$ cat config.mk
export PLATFORM = sky130hd
export DESIGN_NAME = battery_power_manager
export DESIGN_NICKNAME = d
export VERILOG_FILES = /design/src/hdl/battery_power_manager.v
export VERILOG_INCLUDE_DIRS = /design/src /design/src/hdl
export SDC_FILE = /design/constraint.sdc
export NUM_CORES = 1
export LEC_CHECK = 0
export BUFFER_PORTS_ARGS = -buffer_cell sky130_fd_sc_hd__buf_2
export CAP_MARGIN = 0
export CORE_UTILIZATION = 42
export DETAILED_ROUTE_END_ITERATION = 8
export PLACE_DENSITY = 0.58
export SKIP_CTS_REPAIR_TIMING = 1
export SLEW_MARGIN = 10
export SYNTH_ARGS = -nofsm -noshare
export SYNTH_HDL_FRONTEND = slang
export SYNTH_SLANG_ARGS = --single-unit
export TNS_END_PERCENT = 100
$ cat constraint.sdc
create_clock -name clk_i -period 2.95 [get_ports clk_i]
set_clock_uncertainty 0.05 [all_clocks]
set_input_delay 0.59 -clock clk_i [delete_from_list [all_inputs] [get_ports clk_i]]
set_output_delay 0.59 -clock clk_i [all_outputs]
set_load 0.01 [all_outputs]
$ cat src/hdl/battery_power_manager_defines.vh
// constants for the battery power manager
`ifndef BATTERY_POWER_MANAGER_DEFINES_VH
`define BATTERY_POWER_MANAGER_DEFINES_VH

// clock and base tick
`define CLK_KHZ          50000
`define TICK_MS          100
`define TICK_CYC         (`TICK_MS * `CLK_KHZ)

// periods in seconds (low-battery repeat in minutes), converted to base ticks
`define STAB_S           30
`define STAB_TICKS       (`STAB_S * 1000 / `TICK_MS)
`define STEP_S           10
`define STEP_TICKS       (`STEP_S * 1000 / `TICK_MS)
`define LOWBAT_MIN       5
`define LOWBAT_TICKS     (`LOWBAT_MIN * 60 * 1000 / `TICK_MS)

// gain figures: step size in 1 dB units, limits in steps
`define INST_STEP_DB     3
`define INST_MAX_STEPS   2
`define AVG_MAX_STEPS    18

// power-management schemes
`define SCHEME_SHALLOW   2'h0
`define SCHEME_DEEP      2'h1
`define SCHEME_ADVANCED  2'h2

// register byte offsets
`define REG_CTRL         12'h000
`define REG_PORDLY       12'h004
`define REG_LBTHR        12'h008
`define REG_STATUS       12'h00C

// control register fields
`define CTRL_SCHEME_LSB  0
`define CTRL_SCHEME_MSB  1
`define CTRL_LBEN_BIT    2

// reset values
`define CTRL_RST         3'h0
`define PORDLY_RST       8'h14
`define LBTHR_RST        4'h8

`endif

$ cat src/hdl/battery_power_manager.v
// supply supervision, gain reduction and power-on control
`timescale 1ns/10ps
`include "battery_power_manager_defines.vh"

module battery_power_manager #(
  parameter TICK_CYCLES = `TICK_CYC
) (
  input  wire        clk_i,
  input  wire        rstn_i,
  input  wire        psel_i,
  input  wire        penable_i,
  input  wire        pwrite_i,
  input  wire [11:0] paddr_i,
  input  wire [31:0] pwdata_i,
  output reg  [31:0] prdata_o,
  output wire        pready_o,
  output wire        pslverr_o,
  input  wire        inst_above_095_i,
  input  wire        inst_above_100_i,
  input  wire        inst_above_110_i,
  input  wire        avg_above_095_i,
  input  wire        avg_above_110_i,
  input  wire        above_060_i,
  input  wire        logic_ok_i,
  input  wire        lowbat_below_i,
  input  wire        button_i,
  output reg         audio_en_o,
  output reg         mute_o,
  output reg  [5:0]  atten_db_o,
  output reg         mem_restore_prev_o,
  output reg         mem_load_a_o,
  output reg         lowbat_ind_o,
  output reg         button_press_o,
  output wire [3:0]  lowbat_thresh_o
);

  localparam [1:0] ST_PORDLY = 2'h0;
  localparam [1:0] ST_RUN    = 2'h1;
  localparam [1:0] ST_OFF    = 2'h2;

  // full-width values, cut to the counter widths below
  localparam integer TICK_LAST_W = TICK_CYCLES - 1;
  localparam integer STAB_LAST_W = `STAB_TICKS - 1;
  localparam integer STEP_LAST_W = `STEP_TICKS - 1;
  localparam integer LB_LAST_W   = `LOWBAT_TICKS - 1;
  localparam integer INST_MAX_W  = `INST_MAX_STEPS;
  localparam integer AVG_MAX_W   = `AVG_MAX_STEPS;
  localparam integer INST_DB_W   = `INST_STEP_DB;

  localparam [22:0] TICK_LAST  = TICK_LAST_W[22:0];
  localparam [8:0]  STAB_LAST  = STAB_LAST_W[8:0];
  localparam [6:0]  STEP_LAST  = STEP_LAST_W[6:0];
  localparam [11:0] LB_LAST    = LB_LAST_W[11:0];
  localparam [1:0]  INST_MAX   = INST_MAX_W[1:0];
  localparam [4:0]  AVG_MAX    = AVG_MAX_W[4:0];
  localparam [5:0]  INST_DB    = INST_DB_W[5:0];

  // comparator and pin synchronisers
  reg  [8:0]  sync1_r;
  reg  [8:0]  sync2_r;
  wire        i095;
  wire        i100;
  wire        i110;
  wire        a095;
  wire        a110;
  wire        ok060;
  wire        logic_ok;
  wire        lb_below;
  wire        button;

  // registers reached over the bus
  reg  [2:0]  ctrl_r;
  reg  [7:0]  pordly_r;
  reg  [3:0]  lbthr_r;
  wire [1:0]  scheme;
  wire        lb_en;
  wire        adv;
  wire        deep;

  // timing and state
  reg  [22:0] tick_cnt_r;
  reg         tick_r;
  reg  [1:0]  state_r;
  reg  [7:0]  por_cnt_r;
  reg         fell06_r;
  reg         lv_mute_r;
  reg  [1:0]  inst_red_r;
  reg         stab_r;
  reg  [8:0]  mon_cnt_r;
  reg         bad110_r;
  reg         bad100_r;
  reg  [4:0]  avg_red_r;
  reg         avg_mute_r;
  reg  [6:0]  step_cnt_r;
  reg         lb_active_r;
  reg  [11:0] lb_cnt_r;
  reg         button_d_r;
  wire        run;
  wire        go_off;
  wire        wake;
  wire        mon_end;
  wire        wr_en;
  wire        rd_en;
  wire        addr_hit;

  // only the second stage is read anywhere
  // supply flags reset high: a zero delay must not see a false brownout
  always @(posedge clk_i or negedge rstn_i) begin
    if (!rstn_i) begin
      sync1_r <= 9'h07F;
      sync2_r <= 9'h07F;
    end else begin
      sync1_r <= {button_i, lowbat_below_i, logic_ok_i, above_060_i,
                  avg_above_110_i, avg_above_095_i, inst_above_110_i,
                  inst_above_100_i, inst_above_095_i};
      sync2_r <= sync1_r;
    end
  end

  assign i095     = sync2_r[0];
  assign i100     = sync2_r[1];
  assign i110     = sync2_r[2];
  assign a095     = sync2_r[3];
  assign a110     = sync2_r[4];
  assign ok060    = sync2_r[5];
  assign logic_ok = sync2_r[6];
  assign lb_below = sync2_r[7];
  assign button   = sync2_r[8];

  // apb slave, zero wait states
  assign pready_o  = 1'b1;
  assign addr_hit  = (paddr_i == `REG_CTRL) || (paddr_i == `REG_PORDLY) ||
                     (paddr_i == `REG_LBTHR) || (paddr_i == `REG_STATUS);
  assign pslverr_o = psel_i & penable_i & ~addr_hit;
  assign wr_en     = psel_i & penable_i & pwrite_i;
  assign rd_en     = psel_i & ~penable_i & ~pwrite_i;

  always @(posedge clk_i or negedge rstn_i) begin
    if (!rstn_i) begin
      ctrl_r   <= `CTRL_RST;
      pordly_r <= `PORDLY_RST;
      lbthr_r  <= `LBTHR_RST;
    end else if (wr_en) begin
      case (paddr_i)
        `REG_CTRL:   ctrl_r   <= pwdata_i[2:0];
        `REG_PORDLY: pordly_r <= pwdata_i[7:0];
        `REG_LBTHR:  lbthr_r  <= pwdata_i[3:0];
        default:     ctrl_r   <= ctrl_r;
      endcase
    end
  end

  // read data captured in setup, stable through the access phase
  always @(posedge clk_i or negedge rstn_i) begin
    if (!rstn_i) begin
      prdata_o <= 32'h00000000;
    end else if (rd_en) begin
      case (paddr_i)
        `REG_CTRL:   prdata_o <= {29'h00000000, ctrl_r};
        `REG_PORDLY: prdata_o <= {24'h000000, pordly_r};
        `REG_LBTHR:  prdata_o <= {28'h0000000, lbthr_r};
        `REG_STATUS: prdata_o <= {16'h0000, lb_active_r, fell06_r,
                                  mute_o, avg_red_r, inst_red_r,
                                  state_r, 4'h0};
        default:     prdata_o <= 32'h00000000;
      endcase
    end
  end

  assign scheme          = ctrl_r[`CTRL_SCHEME_MSB:`CTRL_SCHEME_LSB];
  assign lb_en           = ctrl_r[`CTRL_LBEN_BIT];
  assign adv             = (scheme == `SCHEME_ADVANCED);
  assign deep            = (scheme == `SCHEME_DEEP);
  assign lowbat_thresh_o = lbthr_r;

  // base tick divider
  always @(posedge clk_i or negedge rstn_i) begin
    if (!rstn_i) begin
      tick_cnt_r <= 23'h000000;
      tick_r     <= 1'b0;
    end else if (tick_cnt_r == TICK_LAST) begin
      tick_cnt_r <= 23'h000000;
      tick_r     <= 1'b1;
    end else begin
      tick_cnt_r <= tick_cnt_r + 23'h000001;
      tick_r     <= 1'b0;
    end
  end

  // deep waits for the 0.6 V reset, the others drop at the logic level
  assign go_off = deep ? ~ok060 : (~logic_ok | ~ok060);
  assign wake   = adv ? (ok060 & logic_ok) : i110;
  assign run    = (state_r == ST_RUN);

  // power state machine
  always @(posedge clk_i or negedge rstn_i) begin
    if (!rstn_i) begin
      state_r            <= ST_PORDLY;
      por_cnt_r          <= 8'h00;
      fell06_r           <= 1'b0;
      mem_restore_prev_o <= 1'b0;
      mem_load_a_o       <= 1'b0;
    end else begin
      mem_restore_prev_o <= 1'b0;
      mem_load_a_o       <= 1'b0;
      case (state_r)
        ST_PORDLY: begin
          if (por_cnt_r >= pordly_r) begin
            state_r <= ST_RUN;
          end else if (tick_r) begin
            por_cnt_r <= por_cnt_r + 8'h01;
          end
        end
        ST_RUN: begin
          if (go_off) begin
            state_r  <= ST_OFF;
            fell06_r <= ~ok060;
          end
        end
        ST_OFF: begin
          if (!ok060) begin
            fell06_r <= 1'b1;
          end else if (wake) begin
            state_r <= ST_RUN;
            if (fell06_r || deep) begin
              mem_load_a_o <= 1'b1;
            end else begin
              mem_restore_prev_o <= 1'b1;
            end
          end
        end
        default: state_r <= ST_PORDLY;
      endcase
    end
  end

  // level-based mute for shallow and deep schemes
  always @(posedge clk_i or negedge rstn_i) begin
    if (!rstn_i) begin
      lv_mute_r <= 1'b0;
    end else if (!run) begin
      lv_mute_r <= 1'b0;
    end else if (!i095) begin
      lv_mute_r <= 1'b1;
    end else if (i110 && !deep) begin
      lv_mute_r <= 1'b0;
    end
  end

  // instantaneous cuts; one counter serves stabilisation and monitoring
  assign mon_end = tick_r && (mon_cnt_r == STAB_LAST);

  always @(posedge clk_i or negedge rstn_i) begin
    if (!rstn_i) begin
      inst_red_r <= 2'h0;
      stab_r     <= 1'b0;
      mon_cnt_r  <= 9'h000;
      bad110_r   <= 1'b0;
      bad100_r   <= 1'b0;
    end else if (!run || !adv) begin
      inst_red_r <= 2'h0;
      stab_r     <= 1'b0;
      mon_cnt_r  <= 9'h000;
      bad110_r   <= 1'b0;
      bad100_r   <= 1'b0;
    end else if (inst_red_r == 2'h0) begin
      if (a095 && !i095) begin
        inst_red_r <= 2'h1;
        stab_r     <= 1'b1;
        mon_cnt_r  <= 9'h000;
      end
    end else if (stab_r) begin
      // dips are not looked at while the supply settles
      if (mon_end) begin
        stab_r    <= 1'b0;
        mon_cnt_r <= 9'h000;
        bad110_r  <= 1'b0;
        bad100_r  <= 1'b0;
      end else if (tick_r) begin
        mon_cnt_r <= mon_cnt_r + 9'h001;
      end
    end else if (!i095 && inst_red_r < INST_MAX) begin
      inst_red_r <= inst_red_r + 2'h1;
      stab_r     <= 1'b1;
      mon_cnt_r  <= 9'h000;
    end else if (mon_end) begin
      if (!bad110_r && i110) begin
        inst_red_r <= 2'h0;
      end else if (inst_red_r == INST_MAX && !bad100_r && i100) begin
        inst_red_r <= 2'h1;
      end
      mon_cnt_r <= 9'h000;
      bad110_r  <= 1'b0;
      bad100_r  <= 1'b0;
    end else begin
      if (tick_r) begin
        mon_cnt_r <= mon_cnt_r + 9'h001;
      end
      if (!i110) begin
        bad110_r <= 1'b1;
      end
      if (!i100) begin
        bad100_r <= 1'b1;
      end
    end
  end

  // average cuts, one step per 10 s, independent of the above
  always @(posedge clk_i or negedge rstn_i) begin
    if (!rstn_i) begin
      avg_red_r  <= 5'h00;
      avg_mute_r <= 1'b0;
      step_cnt_r <= 7'h00;
    end else if (!run || !adv) begin
      avg_red_r  <= 5'h00;
      avg_mute_r <= 1'b0;
      step_cnt_r <= 7'h00;
    end else if (!a095) begin
      if (tick_r && step_cnt_r == STEP_LAST) begin
        step_cnt_r <= 7'h00;
        if (avg_red_r < AVG_MAX) begin
          avg_red_r <= avg_red_r + 5'h01;
        end
        if (avg_red_r >= AVG_MAX - 5'h01) begin
          avg_mute_r <= 1'b1;
        end
      end else if (tick_r) begin
        step_cnt_r <= step_cnt_r + 7'h01;
      end
    end else if (a110) begin
      if (avg_mute_r) begin
        avg_mute_r <= 1'b0;
        step_cnt_r <= 7'h00;
      end else if (avg_red_r == 5'h00) begin
        step_cnt_r <= 7'h00;
      end else if (tick_r && step_cnt_r == STEP_LAST) begin
        step_cnt_r <= 7'h00;
        avg_red_r  <= avg_red_r - 5'h01;
      end else if (tick_r) begin
        step_cnt_r <= step_cnt_r + 7'h01;
      end
    end else begin
      step_cnt_r <= 7'h00;
    end
  end

  // low-battery notification; latched until shutdown, repeat pulses gated by the enable bit
  always @(posedge clk_i or negedge rstn_i) begin
    if (!rstn_i) begin
      lb_active_r  <= 1'b0;
      lb_cnt_r     <= 12'h000;
      lowbat_ind_o <= 1'b0;
    end else begin
      lowbat_ind_o <= 1'b0;
      if (!run) begin
        lb_active_r <= 1'b0;
        lb_cnt_r    <= 12'h000;
      end else if (!lb_active_r) begin
        if (lb_en && lb_below) begin
          lb_active_r  <= 1'b1;
          lb_cnt_r     <= 12'h000;
          lowbat_ind_o <= 1'b1;
        end
      end else if (tick_r) begin
        if (lb_cnt_r == LB_LAST) begin
          lb_cnt_r     <= 12'h000;
          lowbat_ind_o <= lb_en;
        end else begin
          lb_cnt_r <= lb_cnt_r + 12'h001;
        end
      end
    end
  end

  // button edge; presses during the delay are dropped, not queued
  always @(posedge clk_i or negedge rstn_i) begin
    if (!rstn_i) begin
      button_d_r     <= 1'b0;
      button_press_o <= 1'b0;
    end else begin
      button_d_r     <= button;
      button_press_o <= button & ~button_d_r & run;
    end
  end

  // audio path outputs
  always @(posedge clk_i or negedge rstn_i) begin
    if (!rstn_i) begin
      audio_en_o <= 1'b0;
      mute_o     <= 1'b1;
      atten_db_o <= 6'h00;
    end else begin
      audio_en_o <= run;
      mute_o     <= ~run | (adv ? avg_mute_r : lv_mute_r);
      atten_db_o <= ({4'h0, inst_red_r} * INST_DB) +
                    {1'b0, avg_red_r};
    end
  end

endmodule // battery_power_manager

* Word-level counts from Yosys, hierarchy flattened
Cells that the tools add are included.
Storage, ports and cells: register bits after elaboration 154, bits of input ports 58, output and inout bits 50, word-level logic and storage cells 226
Operators by class: add/sub/neg operators 9, multiply operators 1, $lt $le $gt $ge 4, equal/unequal tests 31, multiplexer cells 91, bitwise logic cells 18, reduce and logical (&&, ||, !) cells 42
Operator list (count):
- $pmux 16 s4 | 1
- $mux 9 | 7
- $mux 12 | 5
- $mux 7 | 7
- $mux 1 | 48
- $mux 5 | 8
- $eq 12x4->1 const B | 2
- $mux 2 | 12
- $add 23x1->23 const B | 1
- $eq 23x23->1 const B | 1
- $mux 23 | 1
- $ne 3x1->1 const B | 6
- $reduce_and 4->1 | 4
- $add 12x1->12 const B | 1
- $eq 12x12->1 const B | 1
- $eq 12x3->1 const B | 1
- $logic_not 12->1 | 1
- $ne 3x2->1 const B | 4
- $add 9x1->9 const B | 1
- $eq 9x9->1 const B | 1
- $logic_and 1x1->1 | 9
- $reduce_and 3->1 | 3
- $reduce_bool 3->1 | 3
- $add 8x1->8 const B | 1
- other kinds (31) | 67

* Logic depth before layout (Yosys ltp)
Gate-level depths: netlist of the first run.
word-level depth 10, gate-level depth with buffers 8

* Least setup slack after synthesis of the first run
OpenSTA, ideal clock, no wires.
kind input to register, start point input paddr_i[7], end point register pordly_r[0], setup time 0.125 ns, arrival 1.972 ns, data required time 2.775 ns, path slack 0.803 ns, cell stages on the path 5, path buffers 0, cell sequence nor4_1 > nand3_1 > or2_4 > nor3_4 > mux2_2
On the way: word-level cells in the longest chain between the ends 2
Ends and longest elaborated chain:
- from (decl) | RTL line battery_power_manager.v:13 | input wire [11:0] paddr_i,
- $eq 12x3->1 | RTL line battery_power_manager.v:144 | case (paddr_i)
- $reduce_and 2->1 (no source line)
- to (signal assigned) | RTL line battery_power_manager.v:141 | pordly_r <= `PORDLY_RST;
- to (signal assigned) | RTL line battery_power_manager.v:146 | `REG_PORDLY: pordly_r <= pwdata_i[7:0];
- to (decl) | RTL line battery_power_manager.v:73 | reg [7:0] pordly_r;
Every way passes these cells. A chain may end at the register's enable or synchronous reset.

* Worst setup path in the final report of the first run
start point input paddr_i[1], end point output pslverr_o
On the way: word-level cells in the longest chain between the ends 6, elaborated cells on any way between the ends 9
Ends and longest elaborated chain:
- $eq 12x3->1 / $logic_not 12->1 (equally long branches)
- $logic_or 1x1->1 (2 in series) | RTL line battery_power_manager.v:132 | assign addr_hit = (paddr_i == `REG_CTRL) || (paddr_i == `REG_PORDLY) ||
- $logic_or 1x1->1 (*) | RTL line battery_power_manager.v:132
- $not 1->1 (*) | RTL line battery_power_manager.v:134 | assign pslverr_o = psel_i & penable_i & ~addr_hit;
- $and 1x1->1 (*) | RTL line battery_power_manager.v:134
- to (decl) | RTL line battery_power_manager.v:17 | output wire pslverr_o,
Every way passes the cells marked *; elsewhere a longest branch is shown, timed or not.

==> results of run 1 <==
-- worst max-delay path, cell delays in order --
cell,delay [ps]
sky130_fd_sc_hd__buf_2,90
sky130_fd_sc_hd__nor4_1,290
sky130_fd_sc_hd__nand3_1,260
sky130_fd_sc_hd__and3_1,250
sky130_fd_sc_hd__buf_2,130
-- power breakdown --
part | switching [mW] | internal (mW)
Combinational | 0.208 | 0.109
Sequential | 0.0627 | 1.96
Clock | 0.777 | 1.46
-- final cells by class --
class	count	area (µm²)	area share, %
clock buffers	22	464	5.96
clock inverters	10	165	2.12
inverters	29	111	1.43
multi-input cells	427	2900	37.2
flip-flops and latches	138	3480	44.6
well taps	211	264	3.39
repair buffers	74	409	5.25
-- cells by family after synthesis --
logic type               after synthesis
buffers and inverters                 56
XOR/XNOR                              41
AND/OR/NAND/NOR                      217
multiplexers                          33
other                                  2
flip-flops                           138
AO/OA/AOI/OAI                         93
adder cells (fa/ha/maj)               26
-- worst max-delay path by stage --
stage	startpoint	end	slack, ps	cells past startpoint
global placement	paddr_i[7]	pordly_r[0]$_DFFE_PN0P_	510	6
floorplan	paddr_i[7]	pordly_r[0]$_DFFE_PN0P_	800	5
global route	ctrl_r[1]$_DFFE_PN0P_	mon_cnt_r[8]$_DFFE_PN0P_	520	5
CTS	sync2_r[3]$_DFF_PN1_	avg_red_r[4]$_DFFE_PN0P_	710	7
detailed placement	paddr_i[1]	pordly_r[0]$_DFFE_PN0P_	500	6
finish	paddr_i[1]	pslverr_o	700	5
-- cells in the final DEF (no fill, tap or decap), types with 18 or more instances in the layout --
cell type,n
sky130_fd_sc_hd__xnor2_1,23
sky130_fd_sc_hd__dfstp_2,18
sky130_fd_sc_hd__ha_1,23
sky130_fd_sc_hd__dfrtp_1,120
sky130_fd_sc_hd__a21oi_1,24
sky130_fd_sc_hd__o21ai_0,20
sky130_fd_sc_hd__xor2_1,18
sky130_fd_sc_hd__nand3_1,27
sky130_fd_sc_hd__inv_1,27
sky130_fd_sc_hd__buf_2,65
sky130_fd_sc_hd__nor2_1,51
sky130_fd_sc_hd__nand2_1,42
-- sequential cells by signal (all words and copies together) (netlist names), 4 cells and up --
register / cells
tick_cnt_r: 23
prdata_o: 16
lb_cnt_r: 12
mon_cnt_r: 9
sync1_r: 9
sync2_r: 9
por_cnt_r: 8
pordly_r: 8
step_cnt_r: 7
atten_db_o: 6
avg_red_r: 5
lowbat_thresh_o: 4
-- per-layer routing --
layer / vias to the layer above / GRT usage (%) / share of wire [%]
li1: 2264 / - / -
met1: 2270 / 23.2 / 48
met2: 95 / 27.5 / 46
met3: 18 / 4.06 / 3.8
met4: 0 / 7.42 / 1.8
met5: - / 0 / 0
-- through the flow --
step	setup WS (ps)	utilization [%]	cell area [µm²]	instances	total power [mW]
after floorplan	803	-	6660	621	2.26
after global placement	509	46.9	7160	879	2.37
after detailed placement	501	46.9	7160	879	2.38
after CTS	707	51.0	7790	911	4.65
after global routing	518	51.0	7790	911	4.77
final	695	51.0	7790	911	4.58
==> run summary, run 1 <==
The die outline width came out at 127 µm. By area the synthesized netlist is led by sky130_fd_sc_hd__dfrtp_1 (45%), sky130_fd_sc_hd__dfstp_2 (7.2%), sky130_fd_sc_hd__ha_1 (4.4%). The region available for standard cell placement spans 15300 µm². The count of input and output buffers came out at 66. The total number of clock tree sinks came out at 138. The count of flip-flops with a built-in enable after synthesis came out at 0. Of the available clock period, the critical path in the final layout requires 76.4%. The endpoint required time on the critical path is 2310 ps. The worst register-to-register path ends at avg_red_r[4]$_DFFE_PN0P_. The area growth from synthesis to layout is 17.8%.

The synthesized netlist devotes 5.26% of its cell area to adder and majority cells. The flow ran to the end, and the final reports show no timing, DRC or antenna violations. The number of flip-flops and latches in the synthesized netlist is 138. The count of final hold-check violations is 0. The arrival time reported for the critical path endpoint came out at 1610 ps. The synthesis warning total came out at 0.

The number of DRC violations after detailed routing is 0. The via count of the first global-routing pass is 4559. The share of synthesized flip-flops with an asynchronous set or reset came out at 100%. The initial antenna violation count is 0. After synthesis the cells add up to 6610 µm².

Synthesis instantiated 70 different standard cells from the library. Setup violations remaining at the end of the flow were counted as 0. The largest net degree at the start of global routing came out at 71.

The reported max-cap violation count came out at 0. For this block, the routed nets add up to 12.8 mm of wire. The average routed wire per standard cell is 14.1 µm. The parity-gate share of the synthesized area counting xor and xnor cells came out at 5.43%. The top-level port count is 108. The fraction of the mapped netlist area in compound gates is 9.09%. The die covers 16200 µm². The effective utilization at floorplan came out at 43.3%. The worst hold slack after final layout came out at 135 ps. 0 antenna diodes ended up in the layout. The number of nets with antenna violations after routing came out at 0. The number of filler instances in the final layout is 1373.

The biggest area contributor in the post-synthesis netlist is sky130_fd_sc_hd__dfrtp_1. The top cell type by area accounts for 45.4% of the synthesized area. Setup repair after global routing left no endpoint under its margin. The via density per instance is 5.10. The half-perimeter wire length after placement is 9.37 mm.

The count of TritonRoute iterations in the first routing pass is 4. The mean area per synthesized cell came out at 10.9 µm². The placer's final routability congestion estimate came out at 0.805.

The clock passes through at most 2 buffers. The most common cell in the synthesized netlist is sky130_fd_sc_hd__dfrtp_1. The insertion delay to the later sink of the worst-skew pair is 420 ps. The setup path with the least slack is of type in -> out.

The worst register-to-register path begins at sync2_r[3]$_DFF_PN1_. The worst-path maximum fanout is 7. The actual slew at the worst max-slew pin came out at 718 ps. The global-route total usage across every layer is 17.5%. The worst-case reg-to-reg path depth came out at 7. The launching element type of the critical path is a primary input. Clock-pin slew was measured on the worst setup and hold paths at 50 ps. TritonCTS built the clock tree. The maximum level of the CTS H-tree came out at 4. In the final design database the tool counted 771 nets. The wire length of the first global-routing pass is 22.2 mm. The classification of the worst-slack hold path is in -> async. The final max-slew violation count came out at 0.

The power per cell area came out at 588 nW/µm². The final critical delay including setup and external delays came out at 2250 ps. For this block, the initial DRC count from the detailed router was 239. Among all flip-flop cells after synthesis, the most frequent one is sky130_fd_sc_hd__dfrtp_1. The slack of the worst reg-to-reg path is 700 ps.

The share of post-route cells with drive strength above 1 is 22.1%. The clock root buffer is sky130_fd_sc_hd__clkbuf_16. The worst setup path is captured at an output pin. The static leakage came out at 3.67 nW. TritonCTS created 17 clock buffers. Sequential cells were found to cover 52.6% of the synthesized design area. For this run, the top clock speed supported by timing is 0.444 GHz.

Across all layers, the routed design uses 4647 vias. The die is 127 µm tall. The post-synthesis cell count came out at 606. The worst relative slew slack is 51.9%. The simple-gate portion of the synthesized area is 17.8%. The total negative slack for setup checks is 0 ps. VDD sags by at most 0.432 mV. The portion of netlist area occupied by mux cells is 5.30%.

The total grt overflow came out at 0. The number of placement rows came out at 45. The commonest cells after synthesis are sky130_fd_sc_hd__dfrtp_1 (120), sky130_fd_sc_hd__nor2_1 (51), sky130_fd_sc_hd__nand2_1 (42). By area, the combinational part of the netlist is dominated by simple AND/OR/NAND/NOR gates.
(Power assumes the default switching activity.)
==> run 2: changes to the inputs <==
--- a/config.mk
+++ b/config.mk
@@ -10,7 +10,7 @@
 export CAP_MARGIN = 0
 export CORE_UTILIZATION = 42
 export DETAILED_ROUTE_END_ITERATION = 8
-export PLACE_DENSITY = 0.58
+export PLACE_DENSITY = 0.61
 export SKIP_CTS_REPAIR_TIMING = 1
 export SLEW_MARGIN = 10
 export SYNTH_ARGS = -nofsm -noshare
==> constraint.sdc (replaced) <==
create_clock -name clk_i -period 1.8 [get_ports clk_i]
set_clock_uncertainty 0.05 [all_clocks]
set_input_delay 0.36 -clock clk_i [delete_from_list [all_inputs] [get_ports clk_i]]
set_output_delay 0.36 -clock clk_i [all_outputs]
set_load 0.01 [all_outputs]
==> run 2 against run 1 <==
Net effect:
- the flow now finishes with violations (setup timing)
- utilization up 8.7 points
- clock-buffer cell count rose by 1
- flip-flop and latch count stayed put
- critical path depth grew 1
- die area did not move
- register-to-register slack lost 840 ps
- via count increased by 9.4%
- combinational power up 120%
- non-clock buffer count up 103
- setup slack worse by 840 ps
- critical endpoint is now atten_db_o[5]$_DFF_PN0_
- highest routed layer unchanged
==> run summary, run 2 (synthesis results as in run 1) <==
The worst register-to-register path has a depth of 6. The count of input and output buffers came out at 66. The CTS tree is built.

The final max-slew violation count is 0. The share of post-route cells with drive strength above 1 is 40.3%. Of the total power, combinational logic draws 9.4%.

For this run, design rule violations remaining after detail routing come to 0. The clock tree synthesis step divided the H-tree into 4 levels. The root buffer cell chosen for the clock tree is sky130_fd_sc_hd__clkbuf_16. STA classifies the critical path startpoint as a register.

The number of filler instances in the final layout is 1207. STA classifies the critical path endpoint as a register. Of the total power, registers draw 43.5%. The global-route total usage across every layer is 18.3%.

At the end of routability-driven placement, the weighted congestion stood at 0.853. The area of the core region came out at 15300 µm². For the worst-skew pair, the clock arrives at the later sink with an insertion delay of 420 ps. The final cycle utilization of the critical path came out at 108%.

For this run the aggregate overflow at the end of global routing stands at 0. 0 antenna diodes ended up in the layout. The power per cell area is 831 nW/µm².

The number of flip-flops in the largest register came out at 23. The clock slew at the register clock pins of the worst setup and hold paths came out at 60 ps. The clock buffer count from CTS came out at 17. In this run the power spent charging and discharging nets is 1.80 mW. Once layout is complete, the utilization of the core stands at 59.7%. Of the total power, the share spent switching nets is 23.8%.

The effective utilization at floorplan is 43.3%. The arrival time reported for the critical path endpoint is 2240 ps. The total buffers and inverters traversed by the critical path came out at 1.

The final setup slack of the worst path is -143 ps. The worst hold slack after final layout came out at 148 ps. The cell type group with the largest total delay on the critical path is adder cells. The first global-routing pass estimated 23.3 mm of wire. The critical path runs through a total of 6 cells. Measured along the y axis, the die boundary spans 127 µm. The worst-path maximum fanout is 4. Max-cap violations in this run came to 0. After floorplanning, the core was divided into 45 placement rows. The number of cells on the worst hold path came out at 2.

The slowest stage of the critical path belongs to the cell sky130_fd_sc_hd__fa_1. The die is 127 µm wide. The via count of the first global-routing pass is 4848.

The power share of the clock group came out at 47.1%. The final net count came out at 874. The largest net degree at the start of global routing is 39.

The setup violation total in the final timing report is 18. The endpoint required time on the critical path came out at 2100 ps. The design draws 7.56 mW. In this run the worst hold path is classified as in -> reg. In this run the static leakage power is 4.28 nW.

The total negative slack for setup checks came out at -1250 ps. Leaving out fill and tap cells, the most frequent cells in the layout are sky130_fd_sc_hd__dfrtp_1 (115), sky130_fd_sc_hd__buf_4 (85), sky130_fd_sc_hd__buf_2 (65). The area growth from synthesis to final layout is 37.9%.

The checks that failed: setup timing. The half-perimeter wire length after placement is 10.1 mm. In this design, the stage delay of the slowest critical-path cell is 550 ps. The count of placed standard cells in the final layout, fillers left out came out at 1014.

The flow ran to the end, but the final reports show violations. The via density per instance came out at 5.01. The average routed wire per standard cell came out at 14.4 µm. VDD sags by at most 0.693 mV. The internal power summed over all cells is 5.76 mW. Setup repair after global routing could not meet its margin everywhere. The area enclosed by the die boundary came out at 16200 µm². The top-level port count is 108. The count of TritonRoute iterations in the first routing pass is 5. Traced cell by cell, the critical path runs through fa_1 -> ha_2 -> inv_2 -> fa_2 -> nor2b_1 -> o21a_1. The count of final hold-check violations is 0.

After the first detailed-routing iteration, the DRC count stood at 287. The initial antenna violation count is 0. The final wirelength came out at 14.6 mm. Based on the critical path, the design can be clocked at up to 0.515 GHz. The largest registers in the layout are tick_cnt_r x23, prdata_o x16, lb_cnt_r x12. The longest clock path from root to sink contains 2 buffers.

In this run the cell area measured after placement is 7870 µm². The classification of the worst setup path is reg -> reg. The total number of clock tree sinks is 138. Counting tap cells, the placed design contains a total of 958 instances. The worst path in the final design needs a cycle of 1940 ps, including I/O delays and setup. The commonest non-fill, non-tap cell in the layout is sky130_fd_sc_hd__dfrtp_1. The area of all placed cells without fillers is 9110 µm².

OpenSTA, run right after detailed placement, puts the worst setup slack at -210 ps. Once detail routing completed, the nets flagged for antenna violations numbered 0. Summing over every cut layer, the via total after detailed routing is 5083.

The register with the most flip-flops in the final layout is tick_cnt_r.
## run 2: routing by layer
metal / up-vias / part of all wire [%] / wire [µm] / track usage, %
li1: 2469 / - / - / -
met4: 0 / 1.6 / 240 / 6.72
met1: 2496 / 45 / 6570 / 23.1
met3: 15 / 3.2 / 460 / 3.85
met2: 103 / 50 / 7280 / 30.8
met5: - / 0 / 0 / 0
## run 2: area by class of cell
| class | count | area, µm² | share of cell area (%) |
|---|---|---|---|
| sequential | 138 | 3480 | 38.2 |
| clock inverter | 9 | 110 | 1.21 |
| timing repair buffer | 177 | 1300 | 14.3 |
| inverter | 29 | 114 | 1.25 |
| tap | 211 | 264 | 2.90 |
| multi-input combinational | 427 | 3330 | 36.6 |
| clock buffer | 23 | 508 | 5.58 |
## run 2: worst paths after layout
kind,startpoint,end,slack (ps)
worst min register to register,sync1_r[8]$_DFF_PN0_,sync2_r[8]$_DFF_PN0_,300
worst max register to register,avg_red_r[1]$_DFFE_PN0P_,atten_db_o[5]$_DFF_PN0_,-140
worst max-delay path,avg_red_r[1]$_DFFE_PN0P_,atten_db_o[5]$_DFF_PN0_,-140
max in group asynchronous,rstn_i,sync1_r[0]$_DFF_PN1_,720
worst min-delay path,pwdata_i[3],pordly_r[3]$_DFFE_PN0P_,150
min in group asynchronous,rstn_i,prdata_o[2]$_DFFE_PN0P_,370
## run 2: worst register-to-register path: stages (launching register included)
cell and delay, ps:
sky130_fd_sc_hd__dfrtp_2 440, sky130_fd_sc_hd__fa_1 550, sky130_fd_sc_hd__ha_2 180, sky130_fd_sc_hd__inv_2 40, sky130_fd_sc_hd__fa_2 370, sky130_fd_sc_hd__nor2b_1 120
sky130_fd_sc_hd__o21a_1 130
## run 2: power by group through the flow
stage          Sequential [mW]  Combinational, mW  Clock (mW)
6_report                  3.29              0.711        3.57
4_1_cts                   3.28              0.662        3.64
5_1_grt                   3.29              0.781        3.78
3_5_place_dp              3.34              0.658           0
3_3_place_gp              3.34              0.647           0
2_1_floorplan             3.33              0.385           0
==> run 3: changes to the inputs <==
--- a/config.mk
+++ b/config.mk
@@ -10,7 +10,7 @@
 export CAP_MARGIN = 0
 export CORE_UTILIZATION = 42
 export DETAILED_ROUTE_END_ITERATION = 8
-export PLACE_DENSITY = 0.61
+export PLACE_DENSITY = 0.58
 export SKIP_CTS_REPAIR_TIMING = 1
 export SLEW_MARGIN = 10
 export SYNTH_ARGS = -nofsm -noshare
==> constraint.sdc (replaced) <==
create_clock -name clk_i -period 2.4 [get_ports clk_i]
set_clock_uncertainty 0.05 [all_clocks]
set_input_delay 0.48 -clock clk_i [delete_from_list [all_inputs] [get_ports clk_i]]
set_output_delay 0.48 -clock clk_i [all_outputs]
set_load 0.01 [all_outputs]
==> run 3 against run 2 <==
Net effect:
- the flow finishes with violations (hold timing)
- flip-flop and latch count did not move
- hold slack got worse by 150 ps
- final cell count fell by 9.6%
- critical path depth fell by 1
- sequential share of layout area rose by 6.3 points
- critical path type unchanged
- highest routed layer unchanged
==> run summary, run 3 (synthesis results as in run 1) <==
The run finished, with violations left. The checks that failed: hold timing. The via density per instance came out at 4.99. The library cells used most frequently in the layout, excluding fill and tap cells, are sky130_fd_sc_hd__dfrtp_1 (120), sky130_fd_sc_hd__buf_2 (65), sky130_fd_sc_hd__nor2_1 (51). The initial antenna violation count came out at 0.

The number of antenna diodes is 0. The largest registers in the layout are tick_cnt_r x23, prdata_o x16, lb_cnt_r x12. The endpoint identified for the worst register-to-register timing path is lb_cnt_r[2]$_DFFE_PN0P_.

The average routed wire per standard cell came out at 14.1 µm. The half-perimeter wire length after placement is 9.41 mm. The classification of the worst setup path is reg -> reg.

The count of input and output buffers is 66. The clock slew at the register clock pins of the worst setup and hold paths is 60 ps. In this run the static leakage power is 3.68 nW. In this run the critical register-to-register path is launched from lb_cnt_r[6]$_DFFE_PN0P_. TritonCTS built the clock tree.

The final max-slew violation count came out at 0. The final net count is 777. The maximum vdd drop is 0.533 mV. The top-level port count is 108. The number of nets with antenna violations after routing is 0. Summed over all layers, the routed wires come to 12.9 mm. The worst hold path belongs to the class in -> async. The worst hold slack after final layout came out at -5.81 ps. The worst setup path is launched from a register.

Leaving out fill and tap cells, the most frequent cell in the layout is sky130_fd_sc_hd__dfrtp_1. Measured in cells, the most critical reg-to-reg path has a length of 5. The via count of the first global-routing pass is 4574. In this run the worst path has a maximum fanout of 8. After detailed routing, the number of remaining DRC violations is 0. The y dimension of the die is 127 µm. The critical path goes through or4b_1 -> nor3_1 -> nor2_1 -> nand2_1 -> o311ai_0.

The power per cell area came out at 700 nW/µm². The area growth from synthesis to final layout is 18.2%. The endpoint required time on the critical path came out at 2620 ps. The count of final hold-check violations is 1. tick_cnt_r holds more flip-flops than any other register. In the global route stage, overall resource usage came out at 17.7%. The routed layout has 4577 vias.

The total negative slack for setup checks is 0 ps. Setup repair after global routing left no endpoint under its margin. The largest stage delay on the critical path is 550 ps. The number of DRC markers in iteration 0 came out at 166. In this run the tightest slew margin relative to its limit is 53.1%. The deepest clock path buffer count came out at 2. The clock buffer count from CTS is 17. Setup violations remaining at the end of the flow were counted as 0. The worst setup path is captured at a register. CTS placed an instance of sky130_fd_sc_hd__clkbuf_16 at the clock tree root. The final cycle utilization of the critical path came out at 88.3%. The effective utilization at floorplan is 43.3%. The area enclosed by the die boundary came out at 16200 µm².

The maximum clock frequency came out at 0.472 GHz. The area of the core region is 15300 µm². The share of post-route cells with drive strength above 1 came out at 22.9%. At the later pin of the worst-skew pair, clock insertion delay measures 420 ps. The wire length of the first global-routing pass came out at 22.4 mm. The arrival time reported for the critical path endpoint came out at 2340 ps.

The standard cell with the maximum stage delay on the critical path is sky130_fd_sc_hd__or4b_1. Entering global routing, the biggest net connects 63 pins. In this run the core area contains 45 standard-cell rows. The maximum level of the CTS H-tree came out at 4. The reported max-cap violation count came out at 0. The pre-antenna-repair detailed-routing pass consisted of 5 iterations. The die outline width is 127 µm.

Summing internal, switching and leakage power gives 5.47 mW. Global routing finished with a remaining overflow of 0. The total number of clock tree sinks is 138. Routability-driven placement finished with a final weighted congestion of 0.814. The actual slew at the worst max-slew pin came out at 701 ps. After layout, the minimum clock period comes to 2120 ps.

The number of flip-flops in the largest register came out at 23. The slack of the worst reg-to-reg path came out at 280 ps.
-- run 3: cell types whose count changed in the layout (fill, tap and decap cells not counted), moves of 6 or more --
cell,delta
sky130_fd_sc_hd__a21oi_1,+8
sky130_fd_sc_hd__inv_1,+6
sky130_fd_sc_hd__ha_1,+7
sky130_fd_sc_hd__dlygate4sd3_1,-10
sky130_fd_sc_hd__a21oi_2,-7
sky130_fd_sc_hd__buf_6,-11
sky130_fd_sc_hd__nand3_2,-8
sky130_fd_sc_hd__nand3_1,+9
sky130_fd_sc_hd__buf_4,-73
-- run 3: critical path, delay by kind of cell (launching register included) --
family,cells,cell delay [ps]
simple gates,4,1310
flops,1,450
compound gates,1,150
-- run 3: layout make-up --
cell class | instances | area, µm²
Tap cell | 211 | 264
Sequential cell | 138 | 3480
Timing Repair Buffer | 80 | 467
Inverter | 29 | 111
Clock buffer | 23 | 510
Clock inverter | 9 | 85.1
Fill cell | 1331 | 7450
Multi-Input combinational cell | 427 | 2900
-- run 3: per-stage QoR --
step / util (%) / std cells / setup slack, ps / cell area, µm² / hold WS [ps]
after floorplan: - / 621 / 270 / 6660 / 134
after global placement: 47.3 / 885 / 205 / 7210 / 287
after detailed placement: 47.3 / 885 / 193 / 7210 / 291
after CTS: 51.2 / 917 / 267 / 7810 / 9.37
after global routing: 51.2 / 917 / 50.4 / 7810 / 28.7
final: 51.2 / 917 / 281 / 7810 / -5.81
-- run 3: per-layer routing --
metal  global-route usage [%]  vias to the layer above  wire length, µm
met5                        0                        -                0
met4                     5.74                        0              113
met3                     5.19                        8              531
met2                     27.7                       81             5970
met1                     23.6                     2211             6290
li1                         -                     2277                -
-- run 3: how the worst max path moves through the flow --
stage / from / end / cells after the start
finish: lb_cnt_r[6]$_DFFE_PN0P_ / lb_cnt_r[2]$_DFFE_PN0P_ / 5
global route: lb_cnt_r[0]$_DFFE_PN0P_ / lb_cnt_r[2]$_DFFE_PN0P_ / 6
global placement: paddr_i[7] / pordly_r[1]$_DFFE_PN0P_ / 6
floorplan: pordly_r[2]$_DFFE_PN1P_ / por_cnt_r[1]$_DFFE_PN0P_ / 7
CTS: lb_cnt_r[6]$_DFFE_PN0P_ / lb_cnt_r[2]$_DFFE_PN0P_ / 5
detailed placement: paddr_i[1] / pordly_r[1]$_DFFE_PN0P_ / 6
-- run 3: power by group --
group          internal (mW)  switching (mW)
combinational          0.148           0.280
sequential              2.41          0.0580
clock                   1.60           0.968
